<file path="src/core/rts_pkg.sv">
// Package with register map, bus encodings and timing constants of the thermal sensor.
package rts_pkg;
    localparam logic [7:0] CMD_REMOTE_READING  = 8'h01;
    localparam logic [7:0] CMD_SETUP           = 8'h03;
    localparam logic [7:0] CMD_MAKER_CODE      = 8'hFE;
    localparam logic [7:0] CMD_SILICON_VERSION = 8'hFF;
    localparam logic [7:0] READING_RESET       = 8'h00;
    localparam logic [7:0] READING_FAULT       = 8'h7F;
    localparam int         HALT_BIT_POS        = 6;
    localparam logic       HALT_RESET          = 1'b0;
    localparam logic [6:0] SLAVE_ADDR_DEFAULT  = 7'h48;
    // Arbitrary neutral identity values.
    localparam logic [7:0] MAKER_CODE_DEFAULT  = 8'h5C;
    localparam logic [7:0] VERSION_DEFAULT     = 8'h01;
    localparam int         CLK_HZ              = 50_000_000;
    localparam int         CONV_TIME_US        = 100;
    localparam int         CONV_CYCLES         = CLK_HZ / 1_000_000 * CONV_TIME_US;
endpackage

</file>
<file path="src/core/rts_conv_if.sv">
// Interface carrying the conversion control and result between the two modules.
`timescale 1ns/1ns
interface rts_conv_if;
    logic       restart;
    logic       halt;
    logic       done;
    logic       fault;
    logic [7:0] sample;
    modport regs (output restart, output halt, input done, input fault, input sample);
    modport conv (input restart, input halt, output done, output fault, output sample);
endinterface

</file>
<file path="src/core/rts_converter.sv">
// Conversion sequencer: times each conversion and captures the front-end sample.
`timescale 1ns/1ns
module rts_converter
    import rts_pkg::*;
#(
    parameter int CYCLES = CONV_CYCLES
) (
    input  wire logic       clk,      // System clock.
    input  wire logic       rst,      // Synchronous reset, high.
    input  wire logic [7:0] adc_code, // Front-end code, same clock.
    input  wire logic       adc_bad,  // Front-end fault flag.
    rts_conv_if.conv        cv        // Link to the register set.
);
    logic [31:0] count;
    logic        running;
    wire         at_end = running && (count == 32'(CYCLES - 1));

    // A restart throws away the partial count, so no partial result is ever reported.
    always_ff @(posedge clk) begin
        if (rst || cv.restart || cv.halt) begin
            count   <= '0;
            running <= !rst && !cv.halt;
        end else if (at_end) begin
            count   <= '0;
        end else begin
            count   <= count + 32'd1;
            running <= 1'b1;
        end
    end

    // Result strobe at end of conversion; sample and fault are registered every cycle.
    always_ff @(posedge clk) begin
        if (rst) begin
            cv.done   <= 1'b0;
            cv.fault  <= 1'b0;
            cv.sample <= READING_RESET;
        end else begin
            cv.done   <= at_end && !cv.restart && !cv.halt;
            cv.fault  <= adc_bad;
            cv.sample <= adc_code;
        end
    end
endmodule

</file>
<file path="src/core/rts_top.sv">
// Remote thermal sensor register set behind a 2-wire serial slave.
//
// Function
// - Read-only 8-bit reading at command 01h, zero after reset.
// - Reading is two's complement, one degree per bit.
// - Reading keeps reset value until the first conversion ends.
// - Setup register at 03h; bit 6 is the halt bit.
// - Setup reserved bits are written zero by host and read undefined.
// - Halt bit clears at reset so conversions start.
// - Setup write aborts the conversion in progress, discarding it.
// - After a setup write that leaves the halt bit clear a fresh conversion starts.
// - Maker code at FEh is fixed; writes ignored.
// - Silicon version at FFh is fixed from reset.
// - Reads are write-command, repeated start, read; writes send command then data.
// - Only the own slave address is acknowledged.
// - Halt stops conversions and leaves every register untouched.
// - A sensing fault at conversion end reports plus 127 degrees.
`timescale 1ns/1ns
module rts_top
    import rts_pkg::*;
#(
    parameter logic [6:0] SLAVE_ADDR = SLAVE_ADDR_DEFAULT,
    parameter logic [7:0] MAKER_CODE = MAKER_CODE_DEFAULT,
    parameter logic [7:0] VERSION    = VERSION_DEFAULT,
    parameter int         CYCLES     = CONV_CYCLES
) (
    input  wire logic       CLK,      // System clock, 50 MHz.
    input  wire logic       RST,      // Synchronous reset, high.
    input  wire logic       SCL,      // Serial clock pin.
    input  wire logic       SDA_IN,   // Serial data pin level.
    output logic            SDA_OUT,  // Serial data drive value, always low.
    output logic            SDA_OE,   // Serial data pull-low enable.
    input  wire logic [7:0] ADC_CODE, // Front-end temperature code.
    input  wire logic       ADC_BAD,  // Front-end sensing fault.
    output logic            HALTED    // Halt bit state.
);
    typedef enum {ST_IDLE, ST_ADDR, ST_ADDR_ACK, ST_CMD, ST_CMD_ACK,
                  ST_WDATA, ST_WDATA_ACK, ST_RDATA, ST_RDATA_ACK, ST_SKIP} rts_state_type;

    rts_conv_if cv ();

    // Two-stage synchronisers; only the second stage feeds logic.
    logic [1:0] scl_sync;
    logic [1:0] sda_sync;
    logic       scl_q;
    logic       sda_q;
    always_ff @(posedge CLK) begin
        scl_sync <= {scl_sync[0], SCL};
        sda_sync <= {sda_sync[0], SDA_IN};
        scl_q    <= scl_sync[1];
        sda_q    <= sda_sync[1];
    end

    wire scl_s   = scl_sync[1];
    wire sda_s   = sda_sync[1];
    wire scl_ris = scl_s && !scl_q;
    wire scl_fal = !scl_s && scl_q;
    wire start_c = scl_s && scl_q && !sda_s && sda_q;
    wire stop_c  = scl_s && scl_q && sda_s && !sda_q;

    rts_state_type state;
    logic [7:0]    shift;
    logic [2:0]    bitcnt;
    logic          rd_mode;
    logic          hold_low;
    logic [7:0]    command;
    logic [7:0]    reading;
    logic          halt;
    logic          restart;
    logic [7:0]    tx_byte;

    wire byte_done = scl_ris && (bitcnt == 3'd7);
    wire [7:0] rx_byte = {shift[6:0], sda_s};
    wire addr_hit = (rx_byte[7:1] == SLAVE_ADDR);
    wire wr_setup = (state == ST_WDATA) && byte_done && (command == CMD_SETUP);

    // Read mux; reserved setup bits return zero here, which the host ignores.
    logic [7:0] read_mux;
    always_comb begin
        case (command)
            CMD_REMOTE_READING:  read_mux = reading;
            CMD_SETUP:           read_mux = 8'(halt) << HALT_BIT_POS;
            CMD_MAKER_CODE:      read_mux = MAKER_CODE;
            CMD_SILICON_VERSION: read_mux = VERSION;
            default:             read_mux = 8'h00;
        endcase
    end

    // Serial slave sequencer, shifting on rising clock and steering data on falling.
    always_ff @(posedge CLK) begin
        if (RST) begin
            state    <= ST_IDLE;
            shift    <= 8'h00;
            bitcnt   <= 3'd0;
            rd_mode  <= 1'b0;
            hold_low <= 1'b0;
            command  <= 8'h00;
            tx_byte  <= 8'h00;
        end else if (start_c) begin
            // A repeated start keeps the command for the read phase.
            state    <= ST_ADDR;
            bitcnt   <= 3'd0;
            hold_low <= 1'b0;
        end else if (stop_c) begin
            state    <= ST_IDLE;
            hold_low <= 1'b0;
        end else begin
            case (state)
                ST_ADDR, ST_CMD, ST_WDATA: begin
                    if (scl_ris) begin
                        shift  <= rx_byte;
                        bitcnt <= bitcnt + 3'd1;
                    end
                    if (byte_done) begin
                        if (state == ST_ADDR) begin
                            rd_mode <= rx_byte[0];
                            state   <= addr_hit ? ST_ADDR_ACK : ST_SKIP;
                        end else if (state == ST_CMD) begin
                            command <= rx_byte;
                            state   <= ST_CMD_ACK;
                        end else begin
                            state   <= ST_WDATA_ACK;
                        end
                    end
                end
                ST_ADDR_ACK, ST_CMD_ACK, ST_WDATA_ACK: begin
                    // Pull low across the ninth clock; after its fall release, or drive data bit 7 when a read follows.
                    if (scl_fal && !hold_low) begin
                        hold_low <= 1'b1;
                        tx_byte  <= read_mux;
                    end else if (scl_fal && hold_low) begin
                        bitcnt <= 3'd0;
                        if (state == ST_ADDR_ACK && rd_mode) begin
                            state    <= ST_RDATA;
                            hold_low <= !tx_byte[7];
                        end else begin
                            // One data byte per write; a later byte must not rewrite setup.
                            hold_low <= 1'b0;
                            state    <= (state == ST_ADDR_ACK) ? ST_CMD :
                                        (state == ST_CMD_ACK)  ? ST_WDATA : ST_SKIP;
                        end
                    end
                end
                ST_RDATA: begin
                    if (scl_ris) begin
                        bitcnt <= bitcnt + 3'd1;
                    end
                    if (scl_fal) begin
                        if (bitcnt == 3'd0) begin
                            hold_low <= 1'b0;
                            state    <= ST_RDATA_ACK;
                        end else begin
                            hold_low <= !tx_byte[3'd7 - bitcnt];
                        end
                    end
                end
                ST_RDATA_ACK: begin
                    // One data byte only; the master's acknowledge is not needed.
                    if (scl_fal) begin
                        state <= ST_SKIP;
                    end
                end
                ST_SKIP: begin
                    hold_low <= 1'b0;
                end
                default: begin
                    state <= ST_IDLE;
                end
            endcase
        end
    end

    // Setup register: only the halt bit is stored, reserved bits are dropped.
    always_ff @(posedge CLK) begin
        if (RST) begin
            halt    <= HALT_RESET;
            restart <= 1'b0;
        end else begin
            if (wr_setup) begin
                halt <= rx_byte[HALT_BIT_POS];
            end
            // Restart pulses once the data byte is in, killing any partial count.
            restart <= wr_setup;
        end
    end

    // Reading changes only on a completed conversion; halt freezes it.
    always_ff @(posedge CLK) begin
        if (RST) begin
            reading <= READING_RESET;
        end else if (cv.done && !restart) begin
            reading <= cv.fault ? READING_FAULT : cv.sample;
        end
    end

    assign cv.restart = restart | wr_setup;
    assign cv.halt    = halt;

    rts_converter #(
        .CYCLES (CYCLES)
    ) u_conv (
        .clk      (CLK),
        .rst      (RST),
        .adc_code (ADC_CODE),
        .adc_bad  (ADC_BAD),
        .cv       (cv)
    );

    assign SDA_OUT = 1'b0;
    assign SDA_OE  = hold_low;
    assign HALTED  = halt;
endmodule

</file>
<file path="config.mk">
export PLATFORM = sky130hd
export DESIGN_NAME = rts_top
export DESIGN_NICKNAME = d
export VERILOG_FILES = /design/src/core/rts_pkg.sv /design/src/core/rts_conv_if.sv /design/src/core/rts_converter.sv /design/src/core/rts_top.sv
export SDC_FILE = /design/constraint.sdc
export NUM_CORES = 1
export LEC_CHECK = 0
export ABC_AREA = 1
export BUFFER_PORTS_ARGS = -buffer_cell sky130_fd_sc_hd__buf_4
export CAP_MARGIN = 0
export CORE_MARGIN = 8
export CORE_UTILIZATION = 62
export DETAILED_ROUTE_END_ITERATION = 10
export PLACE_DENSITY = 0.8
export SLEW_MARGIN = 20
export SYNTH_ARGS = -nofsm -noshare
export SYNTH_HDL_FRONTEND = slang
export SYNTH_SLANG_ARGS = --single-unit
</file>
<file path="constraint.sdc">
create_clock -name CLK -period 1.9 [get_ports CLK]
set_input_delay 0.095 -clock CLK [delete_from_list [all_inputs] [get_ports CLK]]
set_output_delay 0.095 -clock CLK [all_outputs]
set_load 0.02 [all_outputs]
</file>
Word level (Yosys, flattened, before mapping)
Cells that the tools add are included.

$add $sub $neg: 3. $lt $le $gt $ge: 1. Equality and inequality tests: 37. Muxes and demuxes: 31. Bitwise operators: 5. Reductions and logical operators: 48.

Operator list (number): equality test 32 x 3 -> 1 bit (second input constant) (6); two-way mux 32 bit (6); case mux 32 bit (5 select lines) (1); equality test 32 x 4 -> 1 bit (second input constant) (4); equality test 32 x 2 -> 1 bit (second input constant) (3); adder 32 x 1 -> 32 bit (second input constant) (1); equality test 32 x 1 -> 1 bit (second input constant) (1); equality test 32 x 13 -> 1 bit (second input constant) (1); case mux 8 bit (4 select lines) (1); inequality test 4 bit (second input constant) (6); two-way mux 4 bit (5); logical AND 1 bit (18); equality test 8 bit (second input constant) (2); inequality test 2 bit (second input constant) (7); AND reduction 7 bit (2); logical NOT 1 bit (11); two-way mux 1 bit (10); AND reduction 5 bit (2); two-way mux 3 bit (3); OR reduction 3 bit (3); equality test 8 x 1 -> 1 bit (second input constant) (1); equality test 8 x 2 -> 1 bit (second input constant) (1); two-way mux 8 bit (1); AND reduction 4 bit (2); 21 further kinds (27).

Flip-flop bits (word level): 119. Input port bits: 13. Output and inout port bits: 3. Logic and storage cells: 145.

Logic depth before layout (Yosys ltp)
Gate-level depths: netlist (run 1).

Word-level depth: 9. Gate-level depth with buffers: 12. Depth with buffers taken out: 12.

By module
From an unflattened synthesis (run 1), not the netlist that was laid out.

Cells, all modules: 687. Area, all modules: 4558.1 µm².

Modules (own cells, without submodules): rts_converter (instances 1, cells an instance 358, area an instance 2299.7 µm², seq. area each 870.8 µm²); rts_top (instances 1, cells an instance 329, area an instance 2258.4 µm², seq. area each 960.9 µm²).

Worst setup path before layout (run 1)
OpenSTA, ideal clock, no wires.

Kind: register -> register. From: register bitcnt[0]. To: register u_conv.count[16]. Setup time: 66 ps. Arrival: 1456 ps. Data required time: 1834 ps. Setup slack: 378 ps. Stages on the path, launching flop included: 11. Buffers on the path: 1. Clock period less this slack: 1522 ps. Cell sequence: dfxtp_1 > ha_1 > ha_1 > nand2_1 > nor2_1 > nand3_2 > nand3_4 > nor2_8 > inv_4 > buf_6 > a21oi_2.

Word-level cells in the longest chain between the ends: 8.

Ends and longest elaborated chain: start, declared (RTL line rts_top.sv:63) `logic [2:0] bitcnt;`; start signal, assigned (RTL line rts_top.sv:112) `bitcnt <= bitcnt + 3'd1;`; start signal, assigned (RTL line rts_top.sv:146) `bitcnt <= bitcnt + 3'd1;`; equality test 3 bit (RTL line rts_top.sv:72) `wire byte_done = scl_ris && (bitcnt == 3'd7);`; logical AND 1 bit (RTL line rts_top.sv:72); logical AND 1 bit (2 in a row) (RTL line rts_top.sv:75) `wire wr_setup = (state == ST_WDATA) && byte_done && (command == CMD_SETUP);`; bitwise OR 1 bit (RTL line rts_top.sv:196) `assign cv.restart = restart | wr_setup;`; logical OR 1 bit (2 in a row) (RTL line rts_converter.sv:20) `if (rst || cv.restart || cv.halt) begin`; OR reduction 2 bit (no source line); end signal, assigned (RTL line rts_converter.sv:26) `count <= count + 32'd1;`; end, declared (RTL line rts_converter.sv:14) `logic [31:0] count;`.

No other way between the ends. A chain may end at the register's enable or synchronous reset.

Worst setup path in the final report (run 1)
From: register bitcnt[1]. To: register u_conv.count[29].

Same word-level chain as after synthesis.

==> results_dict.tcl, run 1 <==
set metrics [dict create \
    numCtsBuffers 9 \
    start_util 0.624 \
    powerDensity_mw_per_mm2 856 \
    rsz0062_at_grt "no" \
    die_h_um 101 \
    arrival_ns 1.97 \
    gp_congestion 0.913 \
    seq_area_frac_synth 0.414 \
    synth_most_common_cell "nand2_1" \
    synth_enable_flop_cells 1 \
    finalNetCount 701 \
    p_leak_nw 2.02 \
    syn-num-nets 672 \
    status "completed" \
    ys_types 39 \
    post_dp_cell_area_mm2 0.00460 \
    worstHoldEndpoint "u_conv.cv.fault" \
    synth_top_area_frac 0.407 \
    grt_overflow_total 0 \
    syn_avg_cell_area_um2 6.76 \
    drtAntennaViolNets 0 \
    drc_errors 0 \
    dieArea_mm2 0.0101 \
    synth_top_flop_cell "dfxtp_1" \
    slew-limit-headroom 0.615 \
    fin_crit_ns 1.71 \
    clock_sinks 91 \
    track_usage 0.208 \
    critPathMaxFanout 8 \
    port_buffers 14 \
    diodes 0 \
    period_share 0.902 \
    cts_buffer_depth 2 \
    drtIter0Drc 389 \
    wl_per_cell_um 12.5 \
    grt_pass1_wl_um 17100 \
    required_ns 2.15 \
    drtPass1Iterations 5 \
    yosys-top-cells-count "166 x nand2_1, 96 x nor2_1, 90 x dfxtp_1" \
    maxCapViolCount 0 \
    grt_max_degree 25 \
    synth_seq_cells 91 \
    first_global_vias 3886 \
    crit_path_end_kind "register" \
    report.final.hold_viol_count 0 \
    yosys_warnings 0 \
    worstReg2RegEnd "u_conv.count[29]" \
    design.core.area_mm2 0.00710 \
    fin_util 0.693 \
    drive_gt1_frac 0.110 \
    vias 4144 \
    cp-start-kind "register" \
    drv_slew 0 \
    cts-root-buf "clkbuf_8" \
    design_area_mm2 0.00492 \
    critPathKind "register to register" \
    area_delta_synth_final_pct 11.1 \
    reg2regPathDepth 10 \
    ios 16 \
    reg2reg_from "bitcnt[1]" \
    worstMarginPinSlew_ns 0.577 \
    grt_antenna_before_repair 0 \
    hold_path_startpoint "RST" \
    syn-cell-area_mm2 0.00443 \
    tns_ns 0 \
    clkTransAtPathRegs_ns 0.09 \
    min_path_type "input port to register" \
    htree_levels 3 \
    via_per_inst 5.26 \
    hold_depth 2 \
    insertion_delay_ns 0.36 \
    hpwl_um 7300 \
    max_freq_mhz 584 \
    fp.dieW_um 101 \
    clock_skew_ns 0.0124 \
    cts_tree "yes" \
    peakVddDrop_mv 0.590 \
    wl_um 9870 \
    rows 31 \
    synth_area_leader_cell "dfxtp_1" \
    setup_viol 0 \
    rrSetupSlack_ns 0.19 \
    synth-async-reset-ratio 0 \
    syn_inst 655 \
    synth_area_leaders "dfxtp_1 41%, nand2_1 14%, nor2_1 8.1%" \
]
-- cell usage in the layout, fill, tap and decap left out, types with 4 or more instances in the layout --
| master | netlist | routed |
|---|---|---|
| inv_1 | 75 | 75 |
| nor2_4 | 4 | 4 |
| dfxtp_1 | 90 | 90 |
| nand3_1 | 34 | 34 |
| nand2_1 | 166 | 166 |
| xor2_1 | 10 | 10 |
| o21ai_0 | 37 | 37 |
| ha_1 | 4 | 4 |
| buf_4 | 2 | 17 |
| clkbuf_8 | 0 | 9 |
| a21oi_1 | 40 | 40 |
| inv_2 | 21 | 21 |
| nand2_2 | 4 | 4 |
| nor3_1 | 21 | 21 |
| nor2_1 | 96 | 95 |
| dlygate4sd3_1 | 0 | 11 |
| nand4_1 | 14 | 14 |
-- per-stage QoR --
stage / std cells / setup slack (ns) / hold slack (ns) / total power [mW]
after floorplan: 655 / 0.378 / 0.123 / 2.81
after global placement: 759 / 0.212 / 0.199 / 2.96
after detailed placement: 759 / 0.152 / 0.204 / 2.98
after CTS: 786 / 0.133 / 0.0842 / 4.22
after global routing: 788 / 0.0202 / 0.0959 / 4.46
final: 788 / 0.186 / 0.0971 / 4.21
-- where the power goes --
group	switching [mW]	internal [mW]	leakage [nW]
Combinational	0.555	0.293	1.19
Sequential	0.118	2.00	0.742
Clock	0.683	0.564	0.0883
-- repair_timing --
action                                  CTS  global route
endpoints found under the setup margin    0             7
hold endpoints to repair                 11             0
buffers inserted                          0             2
hold buffers                             11             0
gates resized for setup                   0             1
-- layout make-up --
| type | instances | area, um^2 |
|---|---|---|
| clock buffers | 12 | 156 |
| clock inverters | 4 | 32.5 |
| fillers | 611 | 2180 |
| inverters | 98 | 372 |
| multi-input cells | 456 | 2170 |
| flip-flops and latches | 91 | 1830 |
| well taps | 99 | 124 |
| repair buffers | 28 | 238 |
-- cells by family (layout without fill, tap and decap cells) --
logic type / count (synthesis) / in the layout / share of synthesized area
AO/OA/AOI/OAI: 84 / 84 / 0.0969
other: 1 / 1 / 0.000847
XOR/XNOR: 12 / 12 / 0.0237
adder cells (fa/ha/maj): 4 / 4 / 0.0113
buffers and inverters: 108 / 142 / 0.0977
flip-flops: 91 / 91 / 0.414
AND/OR/NAND/NOR: 355 / 355 / 0.356
-- critical path, cell delays in order (launching register included) --
cell and delay (ns):
dfxtp_1 0.43, ha_1 0.18, ha_1 0.14, nand2_1 0.09, nor2_1 0.17, nand3_2 0.14, nand3_4 0.12, nor2_8 0.07
buf_4 0.15, nand2_1 0.09, inv_2 0.03
-- worst max path at each step --
stage | depth (start not counted) | from | slack, ns | end
6_report | 10 | bitcnt[1] | 0.19 | u_conv.count[29]
5_1_grt | 6 | state[3] | 0.02 | command[7]
4_1_cts | 9 | bitcnt[0] | 0.13 | u_conv.count[3]
3_5_place_dp | 9 | bitcnt[0] | 0.15 | u_conv.count[10]
3_3_place_gp | 9 | bitcnt[0] | 0.21 | u_conv.count[11]
2_1_floorplan | 10 | bitcnt[0] | 0.38 | u_conv.count[16]
-- state kept, by name, summed over array words and instances (netlist names) --
name,count
u_conv.cv.sample,8
reading,8
sda_q,1
scl_q,1
rd_mode,1
shift,7
u_conv.count,32
restart,1
u_conv.running,1
state,4
scl_sync,2
HALTED,1
sda_sync,2
bitcnt,3
u_conv.cv.done,1
command,8
u_conv.cv.fault,1
tx_byte,8
SDA_OE,1
-- routing by layer --
layer,global-route usage,share of wire,vias to the layer above
li1,-,-,2125
met1,0.275,0.47,1878
met2,0.320,0.45,130
met3,0.0532,0.070,11
met4,0.0698,0.011,0
met5,0,0,-
Power figures use the tool's default switching activity.
==> run 2, diff against run 1 <==
--- a/config.mk
+++ b/config.mk
@@ -12,6 +12,7 @@
 export CORE_UTILIZATION = 62
 export DETAILED_ROUTE_END_ITERATION = 10
 export PLACE_DENSITY = 0.8
+export RECOVER_POWER = 25
 export SLEW_MARGIN = 20
 export SYNTH_ARGS = -nofsm -noshare
 export SYNTH_HDL_FRONTEND = slang
==> run 2 against run 1 <==
Effect of this change:
- die area unchanged
- worst setup slack got worse by 0.0086 ns
- register-to-register slack about the same
- worst hold slack got worse by 0.0039 ns
- fmax decreased by 0.50%
- clock-buffer cell count unchanged
- combinational power decreased by 0.6%
- sequential power about the same
- clock skew decreased by 0.00096 ns
- flip-flop and latch count unchanged
- critical endpoint is now u_conv.count[14]
==> results_dict.tcl, run 2 (synthesis results as in run 1) <==
set metrics [dict create \
    tns_ns 0 \
    reg2regPathDepth 9 \
    setup_viol 0 \
    numCtsBuffers 9 \
    dieArea_mm2 0.0101 \
    cts-root-buf "clkbuf_8" \
    cp-start-kind "register" \
    arrival_ns 2.00 \
    critPathMaxFanout 17 \
    crit_top_cell "ha_1" \
    hold_path_startpoint "RST" \
    htree_levels 3 \
    ios 16 \
    max_freq_mhz 581 \
    gp_congestion 0.913 \
    final_common_cell "nand2_1" \
    largest-register "u_conv.count" \
    grt_pass1_wl_um 17100 \
    first_global_vias 3886 \
    final_cell_mix "166 x nand2_1, 95 x nor2_1, 90 x dfxtp_1" \
    top_layer "met4" \
    worstMarginPinSlew_ns 0.576 \
    critPathMaxStageDelay_ns 0.37 \
    vias 4132 \
    clkTransAtPathRegs_ns 0.09 \
    fp.dieW_um 101 \
    drc_errors 0 \
    drv_slew 0 \
    cts_buffer_depth 2 \
    wl_met1_um 4560 \
    worstReg2RegEnd "u_conv.count[14]" \
    fin_crit_ns 1.72 \
    rrSetupSlack_ns 0.18 \
    die_h_um 101 \
    worstHoldEndpoint "u_conv.cv.sample[7]" \
    status "completed" \
    area_delta_synth_final_pct 10.9 \
    clock_sinks 91 \
    report.final.hold_viol_count 0 \
    start_util 0.624 \
    slowest_stage "dfxtp_1" \
    drtIter0Drc 372 \
    port_buffers 14 \
    powerDensity_mw_per_mm2 856 \
    hold_depth 2 \
    path_cells "ha_1 > ha_1 > nand2_1 > nor2_1 > nand3_2 > nand3_4 > nor2_8 > inv_4 > a21oi_1" \
    slew-limit-headroom 0.616 \
    p_leak_nw 2.01 \
    reg2reg_from "bitcnt[0]" \
    finalNetCount 701 \
    rows 31 \
    final_cells 788 \
    diodes 0 \
    cts_tree "yes" \
    drive_gt1_frac 0.107 \
    wl_met3_um 768 \
    design.core.area_mm2 0.00710 \
    wl_um 9860 \
    via_per_inst 5.24 \
    critPathKind "register to register" \
    hpwl_um 7300 \
    grt_antenna_before_repair 0 \
    wl_met2_um 4420 \
    placed_cells_incl_taps 759 \
    drtAntennaViolNets 0 \
    drtPass1Iterations 5 \
    track_usage 0.208 \
    crit_path_end_kind "register" \
    insertion_delay_ns 0.36 \
    grt_overflow_total 0 \
    rsz0062_at_grt "no" \
    peakVddDrop_mv 0.596 \
    maxCapViolCount 0 \
    grt_max_degree 25 \
    startpoint "bitcnt[0]" \
    required_ns 2.18 \
    wl_per_cell_um 12.5 \
    period_share 0.906 \
    largest_reg_flops 32 \
    clock_skew_ns 0.0114 \
    min_path_type "input port to register" \
]
-- run 2: cell types whose count changed in the layout (fill, tap and decap cells not counted) --
cell	change
clkbuf_4	+11
clkbuf_1	+2
buf_4	-13
-- run 2: worst max-delay path by stage --
stage / slack [ns] / endpoint
CTS: 0.13 / u_conv.count[3]
floorplan: 0.38 / u_conv.count[16]
global route: 0.02 / command[7]
global placement: 0.21 / u_conv.count[11]
detailed placement: 0.15 / u_conv.count[10]
finish: 0.18 / u_conv.count[14]
-- run 2: power by group --
part | internal [mW] | leakage, nW | switching (mW)
clock | 0.564 | 0.0883 | 0.681
sequential | 2.00 | 0.742 | 0.118
combinational | 0.288 | 1.18 | 0.555
total | 2.85 | 2.01 | 1.35
-- run 2: repair_timing --
| item | CTS | global route |
|---|---|---|
| hold buffers | 11 | 0 |
| endpoints found under the setup margin | 0 | 7 |
| buffers inserted | 0 | 2 |
| gates resized for setup | 0 | 1 |
| endpoints found under the hold margin | 11 | 0 |
-- run 2: through the flow --
step	instance area, um^2	util	hold WS (ns)	power, mW	worst slack (ns)
6_report	4910	0.692	0.0933	4.20	0.178
5_1_grt	4910	0.692	0.0959	4.45	0.0202
4_1_cts	4900	0.691	0.0842	4.22	0.133
3_5_place_dp	4600	0.649	0.204	2.98	0.152
3_3_place_gp	4600	0.649	0.199	2.96	0.212
2_1_floorplan	4430	-	0.123	2.81	0.378
-- run 2: layout make-up --
cell class | count | area [um^2]
flip-flops and latches | 91 | 1830
clock inverters | 4 | 32.5
fillers | 611 | 2180
multi-input cells | 456 | 2170
repair buffers | 28 | 230
clock buffers | 12 | 156
well taps | 99 | 124
inverters | 98 | 372
-- run 2: metal layers --
metal,global-route usage,vias up
met5,0,-
li1,-,2124
met4,0.0698,0
met3,0.0532,13
met1,0.275,1856
met2,0.320,139
-- run 2: worst max-delay path, delay by kind of cell (launching register included) --
kind | cells | cell delay (ns)
compound gates | 1 | 0.16
fa+ha+maj | 2 | 0.39
buf+inv | 1 | 0.12
flops | 1 | 0.37
simple gates | 5 | 0.60
==> run 3, diff against run 2 <==
--- a/config.mk
+++ b/config.mk
@@ -6,7 +6,7 @@
 export NUM_CORES = 1
 export LEC_CHECK = 0
 export ABC_AREA = 1
-export BUFFER_PORTS_ARGS = -buffer_cell sky130_fd_sc_hd__buf_4
+export BUFFER_PORTS_ARGS = -buffer_cell sky130_fd_sc_hd__buf_2
 export CAP_MARGIN = 0
 export CORE_MARGIN = 8
 export CORE_UTILIZATION = 62
==> run 3 against run 2 <==
Effect of this change:
- core utilization up 0.39 points
- critical path type unchanged
- register-to-register slack worse by 0.02 ns
- clock power up 4%
==> results_dict.tcl, run 3 (synthesis results as in run 1) <==
set metrics [dict create \
    dieArea_mm2 0.0101 \
    grtUsageMet1 0.281 \
    numCtsBuffers 9 \
    final_cell_mix "165 x nand2_1, 95 x nor2_1, 90 x dfxtp_1" \
    reg2reg_from "bitcnt[0]" \
    power.switching_mw 1.45 \
    report.final.hold_viol_count 0 \
    drtAntennaViolNets 0 \
    die_h_um 101 \
    p_seq_frac 0.498 \
    fin_crit_ns 1.74 \
    clkTransAtPathRegs_ns 0.10 \
    grt_overflow_total 0 \
    p_leak_nw 2.04 \
    crit_top_cell "ha_1" \
    diodes 0 \
    gp_congestion 0.929 \
    wl_um 9960 \
    first_global_vias 3692 \
    arrival_ns 2.04 \
    finalNetCount 706 \
    hpwl_um 7300 \
    critPathMaxFanout 17 \
    comb_power_share 0.200 \
    insertion_delay_ns 0.36 \
    drc_errors 0 \
    area_delta_synth_final_pct 11.6 \
    rsz0062_at_grt "no" \
    seq_area_mm2 0.00183 \
    required_ns 2.20 \
    post_dp_cell_area_mm2 0.00458 \
    drtIter0Drc 264 \
    final_common_cell "nand2_1" \
    hold_path_startpoint "RST" \
    fin_util 0.696 \
    cp-start-kind "register" \
    rows 31 \
    tns_ns 0 \
    placed_cells_incl_taps 761 \
    design_area_mm2 0.00494 \
    min_path_type "input port to register" \
    via_per_inst 5.17 \
    max_freq_mhz 575 \
    clock_sinks 91 \
    grt_antenna_before_repair 0 \
    fillers 588 \
    crit_path_end_kind "register" \
    worstHoldEndpoint "bitcnt[2]" \
    cts_buffer_depth 2 \
    top_usage_layer "met2" \
    cts_tree "yes" \
    switching_share 0.341 \
    cts-root-buf "clkbuf_8" \
    start_util 0.624 \
    p_int_mw 2.80 \
    rrSetupSlack_ns 0.16 \
    crit_cells 9 \
    track_usage 0.205 \
    crit_family "simple AND/OR/NAND/NOR gates" \
    period_share 0.915 \
    met3_usage 0.0345 \
    status "completed" \
    fp.dieW_um 101 \
    powerDensity_mw_per_mm2 860 \
    drive_gt1_frac 0.118 \
    ios 16 \
    pwr-share-clk 0.302 \
    drv_slew 0 \
    grt_max_degree 25 \
    worstMarginPinSlew_ns 0.556 \
    design.core.area_mm2 0.00710 \
    grt_pass1_wl_um 16800 \
    largest-register "u_conv.count" \
    worstReg2RegEnd "u_conv.count[13]" \
    hold_depth 4 \
    reg2regPathDepth 9 \
    htree_levels 3 \
    setup_viol 0 \
    slowest_stage "dfxtp_1" \
    maxCapViolCount 0 \
    grt_use_met2 0.319 \
    multi_input_area_mm2 0.00217 \
    vias 4103 \
    clock_skew_ns 0.0124 \
    cp_num_buf_inv 1 \
    wl_per_cell_um 12.6 \
    final_cells 793 \
    port_buffers 14 \
    drtPass1Iterations 5 \
    critPathMaxStageDelay_ns 0.37 \
    peakVddDrop_mv 0.633 \
    path_cells "ha_1 > ha_1 > nand2_1 > nor2_1 > nand3_2 > nand3_4 > nor2_8 > inv_4 > a21oi_1" \
    critPathKind "register to register" \
    largest_reg_flops 32 \
    slew-limit-headroom 0.629 \
]
[run 3: power by group through the flow]
stage / Sequential (mW) / Clock (mW) / Combinational, mW
2_1_floorplan: 2.11 / 0 / 0.694
3_3_place_gp: 2.15 / 0 / 0.796
3_5_place_dp: 2.16 / 0 / 0.810
4_1_cts: 2.11 / 1.30 / 0.835
5_1_grt: 2.14 / 1.36 / 0.972
6_report: 2.12 / 1.29 / 0.850
[run 3: metal layers]
metal / part of all wire / vias up / wire [um]
met5: 0 / - / 0
met4: 0.016 / 0 / 155
met3: 0.049 / 17 / 484
met2: 0.43 / 125 / 4320
met1: 0.50 / 1834 / 5000
li1: - / 2127 / -
[run 3: cell type report]
type                            instances  area share
Sequential cell                        91       0.371
Inverter                               98      0.0752
Multi-Input combinational cell        456       0.439
Clock inverter                          7      0.0142
Tap cell                               99      0.0251
Clock buffer                            9      0.0251
Timing Repair Buffer                   33      0.0506
[run 3: worst max-delay path by stage]
stage | slack (ns) | from | end
5_1_grt | 0.02 | state[3] | state[3]
3_5_place_dp | 0.10 | bitcnt[0] | u_conv.count[14]
2_1_floorplan | 0.38 | bitcnt[0] | u_conv.count[16]
4_1_cts | 0.09 | bitcnt[0] | u_conv.count[14]
3_3_place_gp | 0.22 | bitcnt[0] | u_conv.count[11]
6_report | 0.16 | bitcnt[0] | u_conv.count[13]
[run 3: metrics by stage]
step / hold slack, ns / power, mW / setup WS (ns)
after floorplan: 0.123 / 2.81 / 0.378
after global placement: 0.198 / 2.95 / 0.217
after detailed placement: 0.200 / 2.97 / 0.101
after CTS: 0.113 / 4.25 / 0.0923
after global routing: 0.140 / 4.47 / 0.0230
final: 0.132 / 4.25 / 0.161
[run 3: timing repair]
| action | in CTS | in global routing |
|---|---|---|
| resized for setup | 0 | 2 |
| hold buffers | 11 | 0 |
| hold endpoints to repair | 11 | 0 |
| endpoints found under the setup margin | 0 | 16 |
| setup buffers | 0 | 5 |
[run 3: worst register-to-register path, cell delays in order, from the launching register on]
cell,delay [ns]
dfxtp_1,0.37
ha_1,0.22
ha_1,0.18
nand2_1,0.13
nor2_1,0.09
nand3_2,0.11
nand3_4,0.11
nor2_8,0.22
inv_4,0.12
a21oi_1,0.14
